===== src/verilog/gst_pkg.sv =====
/*
  constants for the gated sixteen-bit timer: register indices, field
  positions, reset values, source codes and bus answers.
  assumes a 32-bit register bus where index n sits at byte address 4*n.
*/
package gst_pkg;
  // register indices, byte address is four times the index
  localparam logic [11:0] IDX_COUNT_LOW = 12'hFCD;
  localparam logic [11:0] IDX_COUNT_HIGH = 12'hFCE;
  localparam logic [11:0] IDX_CONTROL = 12'hFCF;
  localparam logic [11:0] IDX_GATE_CONTROL = 12'hFD0;
  localparam logic [11:0] IDX_GATE_SOURCE = 12'hFD1;
  localparam logic [11:0] IDX_CLOCK_SOURCE = 12'hFD2;

  // timer_control fields
  localparam int CTL_ON = 0;
  localparam int CTL_WIDE = 1;
  localparam int CTL_SYNC = 2;
  localparam int CTL_PSC = 4;
  // gate_control fields
  localparam int GC_LEVEL = 2;
  localparam int GC_ARMED = 3;
  localparam int GC_SPM = 4;
  localparam int GC_TGL = 5;
  localparam int GC_POL = 6;
  localparam int GC_EN = 7;

  // reset values
  localparam logic [15:0] RST_COUNT = 16'h0000;
  localparam logic [7:0] RST_CONTROL = 8'h00;
  localparam logic [7:0] RST_GATE = 8'h00;
  localparam logic [4:0] RST_GATE_SOURCE = 5'h00;
  localparam logic [3:0] RST_CLOCK_SOURCE = 4'h0;

  // clock and gate source codes
  localparam logic [3:0] CS_PIN = 4'h0;
  localparam logic [3:0] CS_SYS_DIV4 = 4'h1;
  localparam logic [3:0] CS_SYS = 4'h2;
  localparam logic [3:0] CS_LAST_VALID = 4'hC;
  localparam logic [4:0] GSS_LAST_VALID = 5'h16;
  localparam int GATE_INPUTS = 23;
  localparam int CLOCK_INPUTS = 13;
  localparam logic [1:0] DIV4_LAST = 2'h3;

  // bus answers
  localparam logic [1:0] RESP_OKAY = 2'h0;
  localparam logic [1:0] RESP_SLVERR = 2'h2;

  // single-pulse acquisition states
  typedef enum logic [1:0] {GST_SP_IDLE, GST_SP_WAIT, GST_SP_OPEN} gst_sp_t;
endpackage


===== src/verilog/gst_timer.sv =====
/*
  gated sixteen-bit up-counter with prescaler, byte or buffered word
  access, gate unit (polarity, toggle, single pulse) and an AXI4-Lite
  register slave. one instance per timer; instances differ by
  INDEX_BASE and their own overflow codes.
  assumes all source inputs are asynchronous and slow against sys_clk.
*/
// The AXI4-Lite slave port is this design's own decision.
// Summary of operation
// sixteen-bit count, reachable as high byte and low byte registers
// count is zero after power-on reset, otherwise kept
// prescale field divides input clock by 1, 2, 4 or 8
// system clock or its quarter ignore the sync bit
// other clocks: sync bit 1 skips, 0 applies resynchronisation
// wide access bit picks one 16-bit or two 8-bit operations
// enabled with gate enable counts only while gate permits; off never
// enabled without gate enable counts every prescaled clock
// gate polarity 1 counts on high gate, 0 on low gate
// toggle mode flips a gate flip-flop on each rising gate edge
// clearing toggle mode clears the toggle flip-flop
// single-pulse mode hands the gate to pulse acquisition logic
// armed bit set by software, cleared by device when pulse ends
// clearing single-pulse mode clears the armed bit
// read-only gate level shows gate state, whatever gate enable is
// five-bit gate source selects pin, timer overflows, zero cross
// codes 23 to 31 and own overflow code select nothing
// remaining codes map overflows, compare outputs, pwm, comparators
// control and gate fields reset to zero on power-on reset
// four identical instances differ in register placement and own overflow codes
// counter wraps from all ones to zero, pulsing overflow
// each falling edge of gate level pulses the gate event
// four-bit clock source: pin, system quarter, system clock
// code eleven selects second signal-measure timer overflow
// wide mode buffers high byte on low read and high write
`timescale 1ns/1ns
module gst_timer
  import gst_pkg::*;
#(
  parameter logic [11:0] INDEX_BASE = IDX_COUNT_LOW, // instance placement
  parameter logic [4:0] OWN_GATE_CODE = 5'h02, // own overflow, gate
  parameter logic [3:0] OWN_CLK_CODE = 4'h9 // own overflow, clock
) (
  input wire logic sys_clk, // 100 MHz system clock
  input wire logic reset_n, // power-on reset, async
  input wire logic clk_en, // freezes all state while low
  input wire logic [15:0] s_axi_awaddr, // write address
  input wire logic s_axi_awvalid, // write address valid
  output logic s_axi_awready, // write address ready
  input wire logic [31:0] s_axi_wdata, // write data
  input wire logic [3:0] s_axi_wstrb, // write byte strobes
  input wire logic s_axi_wvalid, // write data valid
  output logic s_axi_wready, // write data ready
  output logic [1:0] s_axi_bresp, // write response
  output logic s_axi_bvalid, // write response valid
  input wire logic s_axi_bready, // write response ready
  input wire logic [15:0] s_axi_araddr, // read address
  input wire logic s_axi_arvalid, // read address valid
  output logic s_axi_arready, // read address ready
  output logic [31:0] s_axi_rdata, // read data
  output logic [1:0] s_axi_rresp, // read response
  output logic s_axi_rvalid, // read data valid
  input wire logic s_axi_rready, // read data ready
  input wire logic [CLOCK_INPUTS-1:0] clk_src_in, // clock sources by code
  input wire logic [GATE_INPUTS-1:0] gate_src_in, // gate sources by code
  output logic timer_overflow, // one-cycle pulse on wrap
  output logic gate_event // one-cycle pulse on gate fall
);

  // own codes must name overflow slots
  if (OWN_GATE_CODE > GSS_LAST_VALID || OWN_CLK_CODE > CS_LAST_VALID) begin
    $error("own overflow code out of range");
  end

  ////////////////////////////////////////////////////////////////////////
  // register state
  logic [15:0] count_value;
  logic [7:0] high_rd_buf;
  logic [7:0] high_wr_buf;
  logic timer_on, wide_access_enable, sync_off;
  logic [1:0] prescale_select;
  logic gate_enable, gate_polarity, gate_toggle_mode;
  logic gate_single_pulse_mode, single_pulse_armed;
  logic [4:0] gate_source_code;
  logic [3:0] clock_source;
  logic gate_level;

  ////////////////////////////////////////////////////////////////////////
  // bus slave: one write and one read at a time
  logic aw_held, w_held;
  logic [15:0] aw_addr;
  logic [31:0] w_data;
  logic [3:0] w_strb;
  logic do_write, do_read;
  logic [11:0] wr_idx, rd_idx;
  logic wr_mapped, rd_mapped, wr_byte;
  logic [31:0] next_rdata;
  logic next_rmapped;

  assign s_axi_awready = clk_en && !aw_held && !s_axi_bvalid;
  assign s_axi_wready = clk_en && !w_held && !s_axi_bvalid;
  assign s_axi_arready = clk_en && !s_axi_rvalid;
  assign do_write = clk_en && aw_held && w_held && !s_axi_bvalid;
  assign do_read = s_axi_arvalid && s_axi_arready;
  // relocate so decode always compares against the base instance map
  assign wr_idx = aw_addr[13:2] - INDEX_BASE + IDX_COUNT_LOW;
  assign rd_idx = s_axi_araddr[13:2] - INDEX_BASE + IDX_COUNT_LOW;
  assign wr_mapped = aw_addr[15:14] == 2'h0 &&
                     wr_idx >= IDX_COUNT_LOW && wr_idx <= IDX_CLOCK_SOURCE;
  assign rd_mapped = s_axi_araddr[15:14] == 2'h0 &&
                     rd_idx >= IDX_COUNT_LOW && rd_idx <= IDX_CLOCK_SOURCE;
  // a write without lane 0 stores nothing but still answers okay
  assign wr_byte = do_write && wr_mapped && w_strb[0];

  // address and data are taken in either order
  always_ff @(posedge sys_clk or negedge reset_n) begin
    if (!reset_n) begin
      aw_held <= 1'b0;
      w_held <= 1'b0;
      aw_addr <= 16'h0000;
      w_data <= 32'h00000000;
      w_strb <= 4'h0;
    end else if (clk_en) begin
      if (s_axi_awvalid && s_axi_awready) begin
        aw_held <= 1'b1;
        aw_addr <= s_axi_awaddr;
      end else if (do_write) begin
        aw_held <= 1'b0;
      end
      if (s_axi_wvalid && s_axi_wready) begin
        w_held <= 1'b1;
        w_data <= s_axi_wdata;
        w_strb <= s_axi_wstrb;
      end else if (do_write) begin
        w_held <= 1'b0;
      end
    end
  end

  // write response, unmapped address answers slverr
  always_ff @(posedge sys_clk or negedge reset_n) begin
    if (!reset_n) begin
      s_axi_bvalid <= 1'b0;
      s_axi_bresp <= RESP_OKAY;
    end else if (clk_en) begin
      if (do_write) begin
        s_axi_bvalid <= 1'b1;
        s_axi_bresp <= wr_mapped ? RESP_OKAY : RESP_SLVERR;
      end else if (s_axi_bready) begin
        s_axi_bvalid <= 1'b0;
      end
    end
  end

  // read data mux, narrow registers in the low bits
  always_comb begin
    next_rdata = 32'h00000000;
    next_rmapped = rd_mapped;
    unique case (rd_idx)
      IDX_COUNT_LOW: next_rdata[7:0] = count_value[7:0];
      // wide mode returns the latched high byte
      IDX_COUNT_HIGH: next_rdata[7:0] = wide_access_enable ?
                                        high_rd_buf : count_value[15:8];
      IDX_CONTROL: begin
        next_rdata[CTL_ON] = timer_on;
        next_rdata[CTL_WIDE] = wide_access_enable;
        next_rdata[CTL_SYNC] = sync_off;
        next_rdata[CTL_PSC+:2] = prescale_select;
      end
      IDX_GATE_CONTROL: begin
        next_rdata[GC_EN] = gate_enable;
        next_rdata[GC_POL] = gate_polarity;
        next_rdata[GC_TGL] = gate_toggle_mode;
        next_rdata[GC_SPM] = gate_single_pulse_mode;
        next_rdata[GC_ARMED] = single_pulse_armed;
        // live gate level, read only
        next_rdata[GC_LEVEL] = gate_level;
      end
      IDX_GATE_SOURCE: next_rdata[4:0] = gate_source_code;
      IDX_CLOCK_SOURCE: next_rdata[3:0] = clock_source;
      default: next_rmapped = 1'b0;
    endcase
    if (!rd_mapped) begin
      next_rdata = 32'h00000000;
    end
  end

  // read channel
  always_ff @(posedge sys_clk or negedge reset_n) begin
    if (!reset_n) begin
      s_axi_rvalid <= 1'b0;
      s_axi_rdata <= 32'h00000000;
      s_axi_rresp <= RESP_OKAY;
    end else if (clk_en) begin
      if (do_read) begin
        s_axi_rvalid <= 1'b1;
        s_axi_rdata <= next_rdata;
        s_axi_rresp <= next_rmapped ? RESP_OKAY : RESP_SLVERR;
      end else if (s_axi_rready) begin
        s_axi_rvalid <= 1'b0;
      end
    end
  end

  ////////////////////////////////////////////////////////////////////////
  // configuration registers
  // power-on reset clears control and gate fields
  always_ff @(posedge sys_clk or negedge reset_n) begin
    if (!reset_n) begin
      {timer_on, wide_access_enable, sync_off} <= 3'h0;
      prescale_select <= RST_CONTROL[CTL_PSC+:2];
      {gate_enable, gate_polarity, gate_toggle_mode} <= 3'h0;
      gate_single_pulse_mode <= RST_GATE[GC_SPM];
      gate_source_code <= RST_GATE_SOURCE;
      clock_source <= RST_CLOCK_SOURCE;
    end else if (wr_byte) begin
      if (wr_idx == IDX_CONTROL) begin
        timer_on <= w_data[CTL_ON];
        wide_access_enable <= w_data[CTL_WIDE];
        sync_off <= w_data[CTL_SYNC];
        prescale_select <= w_data[CTL_PSC+:2];
      end
      if (wr_idx == IDX_GATE_CONTROL) begin
        gate_enable <= w_data[GC_EN];
        gate_polarity <= w_data[GC_POL];
        gate_toggle_mode <= w_data[GC_TGL];
        gate_single_pulse_mode <= w_data[GC_SPM];
      end
      if (wr_idx == IDX_GATE_SOURCE) begin
        gate_source_code <= w_data[4:0];
      end
      if (wr_idx == IDX_CLOCK_SOURCE) begin
        clock_source <= w_data[3:0];
      end
    end
  end

  ////////////////////////////////////////////////////////////////////////
  // input synchronisers; stage one feeds stage two only
  logic [CLOCK_INPUTS-1:0] clk_s1, clk_s2;
  logic [GATE_INPUTS-1:0] gate_s1, gate_s2;

  always_ff @(posedge sys_clk or negedge reset_n) begin
    if (!reset_n) begin
      clk_s1 <= '0;
      clk_s2 <= '0;
      gate_s1 <= '0;
      gate_s2 <= '0;
    end else if (clk_en) begin
      clk_s1 <= clk_src_in;
      clk_s2 <= clk_s1;
      gate_s1 <= gate_src_in;
      gate_s2 <= gate_s1;
    end
  end

  ////////////////////////////////////////////////////////////////////////
  // timer input clock as a tick enable
  logic ext_ok, ext_now, ext_q, ext_qq, ext_edge, in_tick;
  logic [1:0] div4;
  logic [15:0] clk_all;

  assign clk_all = {{(16-CLOCK_INPUTS){1'b0}}, clk_s2};
  // codes 1 and 2 are internal; own and reserved codes give no clock; others come from the source inputs
  assign ext_ok = clock_source <= CS_LAST_VALID &&
                  clock_source != OWN_CLK_CODE &&
                  clock_source != CS_SYS_DIV4 && clock_source != CS_SYS;
  assign ext_now = ext_ok && clk_all[clock_source];
  // sync bit 1 skips the extra retiming stage
  assign ext_edge = sync_off ? (ext_now && !ext_q) : (ext_q && !ext_qq);

  always_ff @(posedge sys_clk or negedge reset_n) begin
    if (!reset_n) begin
      ext_q <= 1'b0;
      ext_qq <= 1'b0;
      div4 <= 2'h0;
    end else if (clk_en) begin
      ext_q <= ext_now;
      ext_qq <= ext_q;
      div4 <= div4 + 2'h1;
    end
  end

  // internal clocks bypass the sync choice
  always_comb begin
    unique case (clock_source)
      CS_SYS: in_tick = 1'b1;
      CS_SYS_DIV4: in_tick = div4 == DIV4_LAST;
      default: in_tick = ext_edge;
    endcase
  end

  ////////////////////////////////////////////////////////////////////////
  // gate unit
  logic gate_sel, gate_pol, gate_pol_q, toggle_ff, gate_mid, gate_mid_q;
  logic gate_level_q, sp_done;
  logic [31:0] gate_all;
  gst_sp_t sp_state;

  assign gate_all = {{(32-GATE_INPUTS){1'b0}}, gate_s2};
  // reserved and own codes give a low gate
  assign gate_sel = gate_source_code <= GSS_LAST_VALID &&
                    gate_source_code != OWN_GATE_CODE &&
                    gate_all[gate_source_code];
  // polarity folds active level to high
  assign gate_pol = gate_polarity ? gate_sel : !gate_sel;
  // toggle output replaces the gate
  assign gate_mid = gate_toggle_mode ? toggle_ff : gate_pol;
  assign sp_done = sp_state == GST_SP_OPEN && !gate_mid;
  // single-pulse logic owns the gate; R15 independent of gate enable
  assign gate_level = gate_single_pulse_mode ?
                      (sp_state == GST_SP_OPEN && gate_mid) : gate_mid;

  // toggle flip-flop, held clear while mode is off
  always_ff @(posedge sys_clk or negedge reset_n) begin
    if (!reset_n) begin
      toggle_ff <= 1'b0;
      gate_pol_q <= 1'b0;
    end else if (clk_en) begin
      gate_pol_q <= gate_pol;
      if (!gate_toggle_mode) begin
        toggle_ff <= 1'b0;
      end else if (gate_pol && !gate_pol_q) begin
        toggle_ff <= !toggle_ff;
      end
    end
  end

  // acquisition: wait for an edge, open for one pulse
  always_ff @(posedge sys_clk or negedge reset_n) begin
    if (!reset_n) begin
      sp_state <= GST_SP_IDLE;
      gate_mid_q <= 1'b0;
    end else if (clk_en) begin
      gate_mid_q <= gate_mid;
      if (!gate_single_pulse_mode || !single_pulse_armed) begin
        sp_state <= GST_SP_IDLE;
      end else begin
        unique case (sp_state)
          GST_SP_IDLE: sp_state <= GST_SP_WAIT;
          GST_SP_WAIT: if (gate_mid && !gate_mid_q) begin
            sp_state <= GST_SP_OPEN;
          end
          GST_SP_OPEN: if (!gate_mid) begin
            sp_state <= GST_SP_IDLE;
          end
        endcase
      end
    end
  end

  // armed flag; a software set wins over completion
  always_ff @(posedge sys_clk or negedge reset_n) begin
    if (!reset_n) begin
      single_pulse_armed <= RST_GATE[GC_ARMED];
    end else if (clk_en) begin
      if (wr_byte && wr_idx == IDX_GATE_CONTROL) begin
        single_pulse_armed <= w_data[GC_ARMED] && w_data[GC_SPM];
      end else if (!gate_single_pulse_mode || sp_done) begin
        single_pulse_armed <= 1'b0;
      end
    end
  end

  // gate event on every fall of the gate level
  always_ff @(posedge sys_clk or negedge reset_n) begin
    if (!reset_n) begin
      gate_level_q <= 1'b0;
      gate_event <= 1'b0;
    end else if (clk_en) begin
      gate_level_q <= gate_level;
      gate_event <= gate_level_q && !gate_level;
    end
  end

  ////////////////////////////////////////////////////////////////////////
  // prescaler and counter
  logic run, psc_done, count_inc, count_wr;
  logic [2:0] psc_cnt, psc_last;

  // gate enable only matters while the timer is on
  assign run = timer_on && (!gate_enable || gate_level);
  // last prescaler state for 1, 2, 4, 8
  assign psc_last = 3'((4'h1 << prescale_select) - 4'h1);
  assign psc_done = psc_cnt == psc_last;
  assign count_inc = clk_en && in_tick && run && psc_done;
  assign count_wr = wr_byte && (wr_idx == IDX_COUNT_LOW ||
                    (wr_idx == IDX_COUNT_HIGH && !wide_access_enable));

  always_ff @(posedge sys_clk or negedge reset_n) begin
    if (!reset_n) begin
      psc_cnt <= 3'h0;
    end else if (clk_en) begin
      if (!timer_on) begin
        psc_cnt <= 3'h0;
      end else if (in_tick && run) begin
        psc_cnt <= psc_done ? 3'h0 : psc_cnt + 3'h1;
      end
    end
  end

  // count; a register write beats the increment
  always_ff @(posedge sys_clk or negedge reset_n) begin
    if (!reset_n) begin
      count_value <= RST_COUNT;
      timer_overflow <= 1'b0;
    end else if (clk_en) begin
      timer_overflow <= count_inc && !count_wr && count_value == 16'hFFFF;
      if (count_wr && wr_idx == IDX_COUNT_LOW) begin
        count_value[7:0] <= w_data[7:0];
        // wide write lands with the buffered high byte
        if (wide_access_enable) begin
          count_value[15:8] <= high_wr_buf;
        end
      end else if (count_wr) begin
        count_value[15:8] <= w_data[7:0];
      end else if (count_inc) begin
        count_value <= count_value + 16'h0001;
      end
    end
  end

  // high-byte buffers for wide access
  always_ff @(posedge sys_clk or negedge reset_n) begin
    if (!reset_n) begin
      high_rd_buf <= 8'h00;
      high_wr_buf <= 8'h00;
    end else if (clk_en) begin
      if (do_read && rd_idx == IDX_COUNT_LOW && wide_access_enable) begin
        high_rd_buf <= count_value[15:8];
      end
      if (wr_byte && wr_idx == IDX_COUNT_HIGH && wide_access_enable) begin
        high_wr_buf <= w_data[7:0];
      end
    end
  end
endmodule

===== config.mk =====
export PLATFORM = sky130hd
export DESIGN_NAME = gst_timer
export DESIGN_NICKNAME = d
export VERILOG_FILES = /design/src/verilog/gst_pkg.sv /design/src/verilog/gst_timer.sv
export SDC_FILE = /design/constraint.sdc
export NUM_CORES = 1
export LEC_CHECK = 0
export BUFFER_PORTS_ARGS = -buffer_cell sky130_fd_sc_hd__buf_2
export CAP_MARGIN = 10
export CELL_PAD_IN_SITES_DETAIL_PLACEMENT = 1
export CELL_PAD_IN_SITES_GLOBAL_PLACEMENT = 1
export CORE_MARGIN = 3
export CORE_UTILIZATION = 47
export CTS_CLUSTER_SIZE = 12
export DETAILED_ROUTE_END_ITERATION = 10
export GPL_ROUTABILITY_DRIVEN = 0
export PLACE_DENSITY_LB_ADDON = 0.1
export SLEW_MARGIN = 20
export SYNTH_ARGS = -nofsm -noshare
export SYNTH_HDL_FRONTEND = slang
export SYNTH_SLANG_ARGS = --single-unit

===== constraint.sdc =====
create_clock -name sys_clk -period 4.5 [get_ports sys_clk]
set_clock_uncertainty 0.05 [all_clocks]
set_input_delay 0.675 -clock sys_clk [delete_from_list [all_inputs] [get_ports sys_clk]]
set_output_delay 0.675 -clock sys_clk [all_outputs]
set_load 0.01 [all_outputs]

==> summary.md, run 1 <==
| Metric | Value |
|---|---|
| CTS tree | yes |
| Io pins | ~160 |
| Final hold vios | 0 |
| Commonest non-fill, non-tap cell in the layout | dfrtp_1 |
| Die height | 140 µm |
| Final setup TNS | 0 ns |
| Internal power | 0.00282 W |
| Switching Fraction | 28.9% |
| Max Slew Vio Count | 0 |
| Post-layout nets | 951 |
| PD cells | 413 nW/µm² |
| Worst setup SP type | register |
| TritonCTS buffer count | 17 |
| Site Rows | 48 |
| Share of layout cells above drive strength 1 | 31.2% |
| Hold_buf cts | 0 |
| Netlist cell types | 65 |
| Ant diodes | 0 |
| Hold crit path type | input pin to async pin |
| CP max FO | 14 |
| Max-cap violations | 0 |
| Primary FF master, synth | dfrtp_1 |
| Clock share of power | 36.3% |
| Filler cell count | between 1.5k and 2k |
| CP arrival | 4.03 ns |
| Placed Area | around 9000 µm² |
| Tcrit/Tclk final | 83.6% |
| Non-Filler Instances | 1,070 |
| Post-Synth Simple-Gate Area | 12.2% |
| Vias in the first global route | roughly 6.6k |
| Top cell type's share of synthesized area | 50.0% |
| WL per Instance | 20.0 µm |
| Worst hold slack | between 0.3 and 0.4 ns |
| Bufs on Longest Clock Path | 2 |
| GRT overflow | 0 |
| Worst skew pair latency | 0.42 ns |
| Area of the mapped netlist | roughly 8500 µm² |
| Kind of critical path | register to register |
| Synth Register Bits | 169 |
| Global-route wire length before repair | 35,200 µm |
| Compound-Gate Fraction of Synth Area | 11.5% |
| Setup Buffers After CTS | 0 |
| Peak VDD IR | approximately 0.00027 V |
| Logic pwr share | 13.8% |
| Design area | 9590 µm² |
| Ranking of synthesized cells by area | dfrtp_1 50%, mux2_2 16%, buf_4 2.5% |
| Placed instance count | 1,039 |
| Largest net degree at the start of global routing | 100 |
| Detailed Routing Iterations Pass 1 | 4 |
| Adder-Cell Fraction of Synth Area | less than 1% |
| Cell taking the most area after synthesis | dfrtp_1 |
| Multiplexer area fraction after synthesis | 19.5% |
| Drt via density | 5.78 |
| Max Fclk | about 270 MHz |
| Starting Density | between 40% and 50% |
| Die Area | 19,600 µm² |
| Post-synth ARST share | 100% |
| Critical Path RT | 4.77 ns |
| Core area | between 15,000 and 20,000 µm² |
| Initial antenna violation count | 0 |
| Final Core Density | 54.9% |
| Via count | 6,189 |
| Least-Margin Pin Slew | 1.05 ns |
| Final worst path period need | 3.76 ns |
| Setup repair after global routing missed its margin | no |
| Switch Pwr | 0.00115 W |
| Crit. End Element | register |
| Synth warn | 0 |
| P_leak | about 4.3 nW |
| Root buf cell | clkbuf_16 |
| Slew HR | 29.7% |
| Routed wire length | 21,400 µm |
| XOR/XNOR Fraction of Synth Area | 1.04% |
| Total GRT Usage | 22.4% |
| Layout area overhead | 13.4% |
| EDFF count, synth | 0 |
| Post-Syn Instances | 751 |
| H-tree depth | 4 |
| CTS clk-pin slew, worst paths | 0.07 ns |
| Most frequent cells in the layout | 169 x dfrtp_1, 121 x mux2_2, 92 x buf_2, 53 x nand2_1, 48 x nor2_1 |
| Die width | 140 µm |
| Antenna viol nets, final | 0 |
| Synthesized area per cell | ~11 µm² |
| # port buffers | between 90 and 100 |
| Initial detailed-routing violation count | 251 |
| Post-DP HPWL | 15,200 µm |
| Sequential share of the synthesized area | between 50 and 60% |
| Final setup fails | 0 |
| Sequential share of power | 49.9% |
| Post_cts resized | 0 |
| Status | finished, final reports clean |
| DRC Markers | 0 |
| CTS sink cnt | 169 |
| Largest family of logic cells by synthesized area | multiplexers |
## final timing paths
| path | endpoint | slack (ns) | from | cells after the start |
|---|---|---|---|---|
| max | count_value[12] | 0.74 | gate_source_code[1] | 8 |
| min reg2reg | high_wr_buf[2] | 0.44 | high_wr_buf[2] | 1 |
| min | timer_overflow | 0.31 | reset_n | 1 |
| max reg2reg | count_value[12] | 0.74 | gate_source_code[1] | 8 |
| min in group sys_clk | w_data[4] | 0.42 | s_axi_wdata[4] | 3 |
| max in group asynchronous | gate_s1[4] | 3.06 | reset_n | 2 |
## layer usage
metal / GRT usage [%] / share of wire [%]
met1: 30.7 / 45
met2: 37.2 / 50
met3: 4.23 / 4.3
met4: 5.56 / 1.2
met5: 0 / 0
## power by group through the flow
stage / clock network [W] / registers [W] / logic, W
finish: 0.00144 / 0.00198 / 0.000548
global route: 0.00155 / 0.00201 / 0.000611
CTS: 0.00147 / 0.00198 / 0.000558
detailed placement: 0 / 0.00200 / 0.000549
global placement: 0 / 0.00198 / 0.000517
floorplan: 0 / 0.00189 / 0.000409
## state kept, by name, summed over array words and instances (netlist names), 4 cells and up
| name | count |
|---|---|
| gate_s1 | 22 |
| gate_source_code | 5 |
| s_axi_rdata | 8 |
| clk_s2 | 11 |
| high_wr_buf | 8 |
| w_data | 8 |
| gate_s2 | 22 |
| count_value | 16 |
| aw_addr | 14 |
| high_rd_buf | 8 |
| clk_s1 | 11 |
| clock_source | 4 |
## synth_stat cells, types with 7 or more instances
cell / instances
a211oi_1: 10
a21oi_1: 15
a22oi_1: 10
a31oi_1: 11
buf_4: 28
clkbuf_1: 28
dfrtp_1: 169
inv_1: 17
mux2_1: 12
mux2_2: 121
mux2i_1: 8
nand2_1: 53
nand3_1: 13
nand4_1: 10
nor2_1: 48
nor2b_1: 8
nor3_1: 14
o211ai_1: 10
o21ai_0: 26
o31ai_1: 9
or3_1: 13
or4_1: 7
## logic make-up after synthesis
logic type | Yosys count
and+or+nand+nor | 203
DFF | 169
muxes | 144
AOI/OAI and AO/OA | 138
buffers and inverters | 80
xor gates and xnor gates | 10
adders and majority gates | 6
other | 1
## final cells by class
class / instances / area [µm²] / area share (%)
inverters: 17 / 63.8 / 0.666
multi-input cells: 527 / 3910 / 40.8
clock inverters: 13 / 134 / 1.40
well taps: 225 / 282 / 2.94
clock buffers: 18 / 439 / 4.58
repair buffers: 101 / 532 / 5.55
flip-flops and latches: 169 / 4230 / 44.1
## critical path, cell delays in order (launching register included)
cell and delay [ns]:
dfrtp_1 0.58, buf_4 0.27, nor2_1 0.13, a221oi_2 0.09, nor4_1 0.65, nor4_2 0.16, o2111ai_1 0.89, o21ai_1 0.46
a211oi_1 0.35
## metrics by stage
step	setup WS (ns)	total power [W]
2_1_floorplan	1.76	0.00230
3_3_place_gp	0.973	0.00250
3_5_place_dp	0.741	0.00255
4_1_cts	0.717	0.00401
5_1_grt	0.490	0.00417
6_report	0.740	0.00396
Note: power is estimated with default switching activity, not from simulation.
==> run 2: changes to the inputs <==
Settings changed: CORE_UTILIZATION 47 to 40.
Clock period 4.5 ns to 3 ns, I/O delays scaled along.
==> run 2 against run 1 <==
  * First-iteration DRC count increased by 10%
  * Design area up 3.9%
  * Sequential power is 49% higher
  * Sequential share of layout area down 1.6 points
  * Total power rose by 53%
  * Highest routed layer unchanged
  * Register-to-register slack got worse by 0.70 ns
  * Combinational power rose by 54%
==> summary.md, run 2 (synthesis gave the netlist of run 1 again) <==
| Metric | Value |
|---|---|
| Status | finished, final reports clean |
| Largest net degree at the start of global routing | 66 |
| PD cells | 609 nW/µm² |
| Max stage delay cell, worst path | or4_4 |
| Final setup TNS | 0 ns |
| Least-Margin Pin Slew | 0.761 ns |
| TritonCTS buffer count | 17 |
| Most frequent cells in the layout | 166 x dfrtp_1, 121 x mux2_2, 92 x buf_2, 53 x nand2_1, 47 x nor2_1 |
| Worst path bufs/invs | 3 |
| Kind of critical path | register to register |
| Worst setup SP type | register |
| Site Rows | 52 |
| Final worst path period need | 2.96 ns |
| Slew HR | 49.1% |
| Slowest cell delay on critical path | 0.57 ns |
| Routed wire length | 22,200 µm |
| FF-to-FF path depth | 10 |
| Reg-to-Reg Start | gate_source_code[1] |
| # port buffers | 94 |
| Setup crit start | gate_source_code[1] |
| CTS sink cnt | 169 |
| Hold crit path type | input pin to register |
| Max-cap violations | 0 |
| Vias in the first global route | between 6k and 7k |
| Die width | roughly 150 µm |
| WL per Instance | between 15 and 20 µm |
| Bufs on Longest Clock Path | 2 |
| Final setup fails | 0 |
| DRC Markers | 0 |
| Cell mode on critical path | buf_6 |
| Top Registers | gate_s1 x22, gate_s2 x22, count_value x16 |
| CP arrival | approximately 3.3 ns |
| Hold Path End | w_data[4] |
| Detailed Routing Iterations Pass 1 | 5 |
| H-tree depth | 4 |
| Root buf cell | clkbuf_16 |
| Worst hold slack | between 0.15 and 0.2 ns |
| Final hold vios | 0 |
| Die height | 151 µm |
| Crit path cell chain | buf_6 -> nor2_2 -> a221oi_4 -> or4_4 -> a31oi_4 -> o2111ai_2 -> buf_6 -> buf_4 -> or4_1 -> a31oi_1 |
| Filler cell count | 2,245 |
| Initial antenna violation count | 0 |
| Worst skew pair latency | 0.44 ns |
| Peak VDD IR | 0.000385 V |
| Critical Path RT | 3.30 ns |
| GRT overflow | 0 |
| RR Endpoint | count_value[7] |
| Hold Path Depth | 3 |
| Drt via density | about 5.5 |
| Global-route wire length before repair | 35,500 µm |
| Share of layout cells above drive strength 1 | 34.6% |
| Ant diodes | 0 |
| CTS tree | yes |
| Total GRT Usage | about a fifth |
| Tcrit/Tclk final | 98.8% |
| Antenna viol nets, final | 0 |
| Commonest non-fill, non-tap cell in the layout | dfrtp_1 |
| Worst R2R Setup Slack | 0.04 ns |
| CTS clk-pin slew, worst paths | 0.07 ns |
| Post-DP HPWL | 16,100 µm |
| Core area | slightly above 20,000 µm² |
| Die Area | 22,900 µm² |
| Min-delay src | s_axi_wdata[4] |
| Via count | 6,253 |
| Crit path max-delay family | simple AND/OR/NAND/NOR gates |
| Max Slew Vio Count | 0 |
| Io pins | 155 |
| Max Fclk | 337 MHz |
| CP max FO | 9 |
| Starting Density | around 41% |
| P_leak | 4.46 nW |
| Crit. End Element | register |
| Initial detailed-routing violation count | between 200 and 300 |
| Layout area overhead | 17.8% |
| Post-layout nets | 975 |
## run 2: cell types whose count changed in the layout (fill, tap and decap cells not counted), moves of 2 or more
| cell | change |
|---|---|
| nor4_4 | +2 |
| dfrtp_1 | -3 |
| a211oi_1 | -2 |
| buf_4 | +20 |
| clkinvlp_4 | -2 |
| a211oi_2 | +2 |
| dfrtp_2 | +3 |
| buf_6 | +2 |
## run 2: per-layer routing
metal	global-route usage, %	vias to the layer above	part of all wire, %
met5	0	-	0
met4	5.76	0	1.6
met3	3.86	21	4.4
met2	33.6	149	50
met1	26.4	3183	44
li1	-	2900	-
## run 2: what timing repair did
| action | CTS | global route |
|---|---|---|
| hold buffers | 1 | 0 |
| pin swaps | 0 | 8 |
| resized for setup | 2 | 19 |
| buffers inserted | 0 | 5 |
| hold endpoints to repair | 55 | 0 |
| setup endpoints to repair | 6 | 7 |
## run 2: worst max path at each step
| stage | end | slack [ns] | depth (start not counted) |
|---|---|---|---|
| detailed placement | count_value[9] | -0.004 | 7 |
| CTS | count_value[4] | 0.05 | 8 |
| finish | count_value[7] | 0.04 | 10 |
| global placement | count_value[14] | 0.07 | 7 |
| global route | count_value[7] | -0.05 | 10 |
| floorplan | count_value[5] | 0.35 | 7 |
## run 2: through the flow
step | instances | cell area [µm²] | setup slack [ns] | power, W | utilization, %
after floorplan | 776 | 8550 | 0.354 | 0.00345 | -
after global placement | 1102 | 9220 | 0.0671 | 0.00377 | 45.0
after detailed placement | 1102 | 9220 | -0.00389 | 0.00385 | 45.0
after CTS | 1134 | 9830 | 0.0482 | 0.00612 | 48.0
after global routing | 1139 | 9960 | -0.0526 | 0.00637 | 48.6
final | 1139 | 9960 | 0.0367 | 0.00606 | 48.6
## run 2: where the power goes
| group | total (W) | internal [W] | switching (W) |
|---|---|---|---|
| Sequential | 0.00295 | 0.00261 | 0.000348 |
| Clock | 0.00226 | 0.00127 | 0.000988 |
| Combinational | 0.000846 | 0.000447 | 0.000400 |
| Total | 0.00606 | 0.00433 | 0.00174 |
## run 2: worst reg2reg max path, stage by stage (launching register included)
cell and delay, ns:
dfrtp_2 0.47, buf_6 0.17, nor2_2 0.14, a221oi_4 0.11, or4_4 0.57, a31oi_4 0.22
o2111ai_2 0.16, buf_6 0.19, buf_4 0.13, or4_1 0.51, a31oi_1 0.18
## run 2: cell type report
class	instances	area, µm²	area share, %
multi-input combinational	527	3990	40.1
tap	270	338	3.39
inverter	17	63.8	0.641
clock buffer	18	439	4.41
timing repair buffer	125	734	7.37
sequential	169	4230	42.5
clock inverter	13	158	1.58
==> run 3: changes to the inputs <==
Settings changed: CAP_MARGIN 10 to unset, RECOVER_POWER set to 25.
==> run 3 against run 2 <==
  * The run now ends with capacitance limit, slew limit left
  * Final cell count unchanged
  * Highest routed layer unchanged
  * Utilization is 0.098 points lower
  * Clock power is essentially flat
==> summary.md, run 3 (synthesis gave the netlist of run 1 again) <==
| Metric | Value |
|---|---|
| Critical Path RT | roughly 3.3 ns |
| Crit path cell chain | buf_6 -> nor2_2 -> a221oi_4 -> or4_4 -> a31oi_4 -> o2111ai_2 -> buf_6 -> buf_4 -> or4_1 -> a31oi_1 |
| Slew HR | -5.38% |
| Vias in the first global route | 6,739 |
| WL per Instance | 19.5 µm |
| Routed wire length | 22,200 µm |
| Ant diodes | 0 |
| Failing checks | capacitance limit, slew limit |
| Filler cell count | between 2k and 2.5k |
| Least-Margin Pin Slew | 1.58 ns |
| # port buffers | 94 |
| Most frequent cells in the layout | 166 x dfrtp_1, 121 x mux2_2, 92 x buf_2, 53 x nand2_1, 47 x nor2_1 |
| DRC Markers | 0 |
| Io pins | 155 |
| H-tree depth | 4 |
| Worst path bufs/invs | 3 |
| Largest net degree at the start of global routing | 66 |
| Max Fclk | 337 MHz |
| Peak VDD IR | 0.000386 V |
| Worst setup SP type | register |
| Post-layout worst setup margin | 0.0370 ns |
| WL met1 | about 9900 µm |
| Starting Density | 41.2% |
| Root buf cell | clkbuf_16 |
| Initial antenna violation count | 0 |
| Post-DP HPWL | 16,100 µm |
| Max-cap violations | 1 |
| Bufs on Longest Clock Path | 2 |
| Final hold vios | 0 |
| Final setup TNS | 0 ns |
| Top Registers | gate_s1 x22, gate_s2 x22, count_value x16 |
| Share of layout cells above drive strength 1 | 34.3% |
| DR WL met2 | around 11,000 µm |
| Antenna viol nets, final | 0 |
| Max Slew Vio Count | 58 |
| GRT overflow | 0 |
| CP max FO | 9 |
| Final setup fails | 0 |
| TritonCTS buffer count | 17 |
| Drt via density | around 5.5 |
| Status | finished with violations |
| CTS clk-pin slew, worst paths | 0.07 ns |
| Tcrit/Tclk final | between 90% and 100% |
| Max stage delay cell, worst path | or4_4 |
| Final worst path period need | 2.96 ns |
| Slowest cell delay on critical path | 0.57 ns |
| Crit path max-delay family | simple AND/OR/NAND/NOR gates |
| CP Depth | 10 |
| Reg area | around 4200 µm² |
| Detailed Routing Iterations Pass 1 | 7 |
| Post-layout nets | 975 |
| PD cells | 610 nW/µm² |
| Core area | 20,500 µm² |
| Initial detailed-routing violation count | ~300 |
| CTS sink cnt | 169 |
| Hold Path Depth | 3 |
| Layout area overhead | 17.6% |
| Global-route wire length before repair | 35,500 µm |
| CTS tree | yes |
| Commonest non-fill, non-tap cell in the layout | dfrtp_1 |
| CP arrival | 3.26 ns |
| Multi-input gate area | about 4000 µm² |
| Kind of critical path | register to register |
| Metal3 WL | 974 µm |
| Die width | 151 µm |
| P_leak | 4.44 nW |
| Die Area | about 23,000 µm² |
| DP Worst Slack | -0.00389 ns |
| Hold crit path type | input pin to register |
| Top Metal Used | met4 |
| Die height | around 150 µm |
| Via count | 6,264 |
| Crit. End Element | register |
| Worst skew pair latency | 0.43 ns |
| Total GRT Usage | 20.0% |
| Site Rows | 52 |
| FF-to-FF path depth | 10 |
| Cell mode on critical path | buf_6 |
-- run 3: area by class of cell --
| cell class | instances | share of cell area [%] |
|---|---|---|
| well taps | 270 | 3.40 |
| flip-flops and latches | 169 | 42.6 |
| multi-input cells | 527 | 40.2 |
| clock inverters | 13 | 1.59 |
| clock buffers | 18 | 4.42 |
| repair buffers | 125 | 7.19 |
| inverters | 17 | 0.642 |
-- run 3: per-layer routing --
layer | vias up | GRT usage (%)
met2 | 157 | 33.6
met5 | - | 0
met4 | 0 | 5.76
li1 | 2904 | -
met1 | 3175 | 26.4
met3 | 28 | 3.86
-- run 3: final timing paths --
path	startpoint	end	slack (ns)
setup / recovery	gate_source_code[1]	count_value[7]	0.04
hold / removal	s_axi_wdata[4]	w_data[4]	0.18
setup reg to reg	gate_source_code[1]	count_value[7]	0.04
hold reg to reg	div4[0]	div4[0]	0.43
max in group asynchronous	reset_n	sp_state[0]	0.79
min in group asynchronous	reset_n	high_rd_buf[6]	0.92
-- run 3: worst register-to-register path, stage by stage (launching register included) --
cell	delay, ns
dfrtp_2	0.47
buf_6	0.17
nor2_2	0.14
a221oi_4	0.11
or4_4	0.57
a31oi_4	0.22
o2111ai_2	0.16
buf_6	0.18
buf_4	0.13
or4_1	0.51
a31oi_1	0.18
-- run 3: per-stage QoR --
step                area [µm²]  hold WS [ns]  std cells  power (W)  utilization, %
floorplan                 8550         0.104        776    0.00345               -
global placement          9220         0.411       1102    0.00377            45.0
detailed placement        9220         0.427       1102    0.00385            45.0
CTS                       9830         0.172       1134    0.00612            48.0
global route              9940         0.182       1139    0.00637            48.5
finish                    9940         0.179       1139    0.00607            48.5
-- run 3: timing repair --
action | CTS | global route
pin swaps | 0 | 8
resized for setup | 2 | 19
endpoints found under the hold margin | 55 | 0
setup buffers | 0 | 5
hold buffers | 1 | 0
endpoints found under the setup margin | 6 | 7
gates cloned | 0 | 0
-- run 3: report_power, final --
group | switching, W | internal, W
logic | 0.000401 | 0.000445
clock network | 0.000990 | 0.00127
registers | 0.000351 | 0.00261
total | 0.00174 | 0.00433
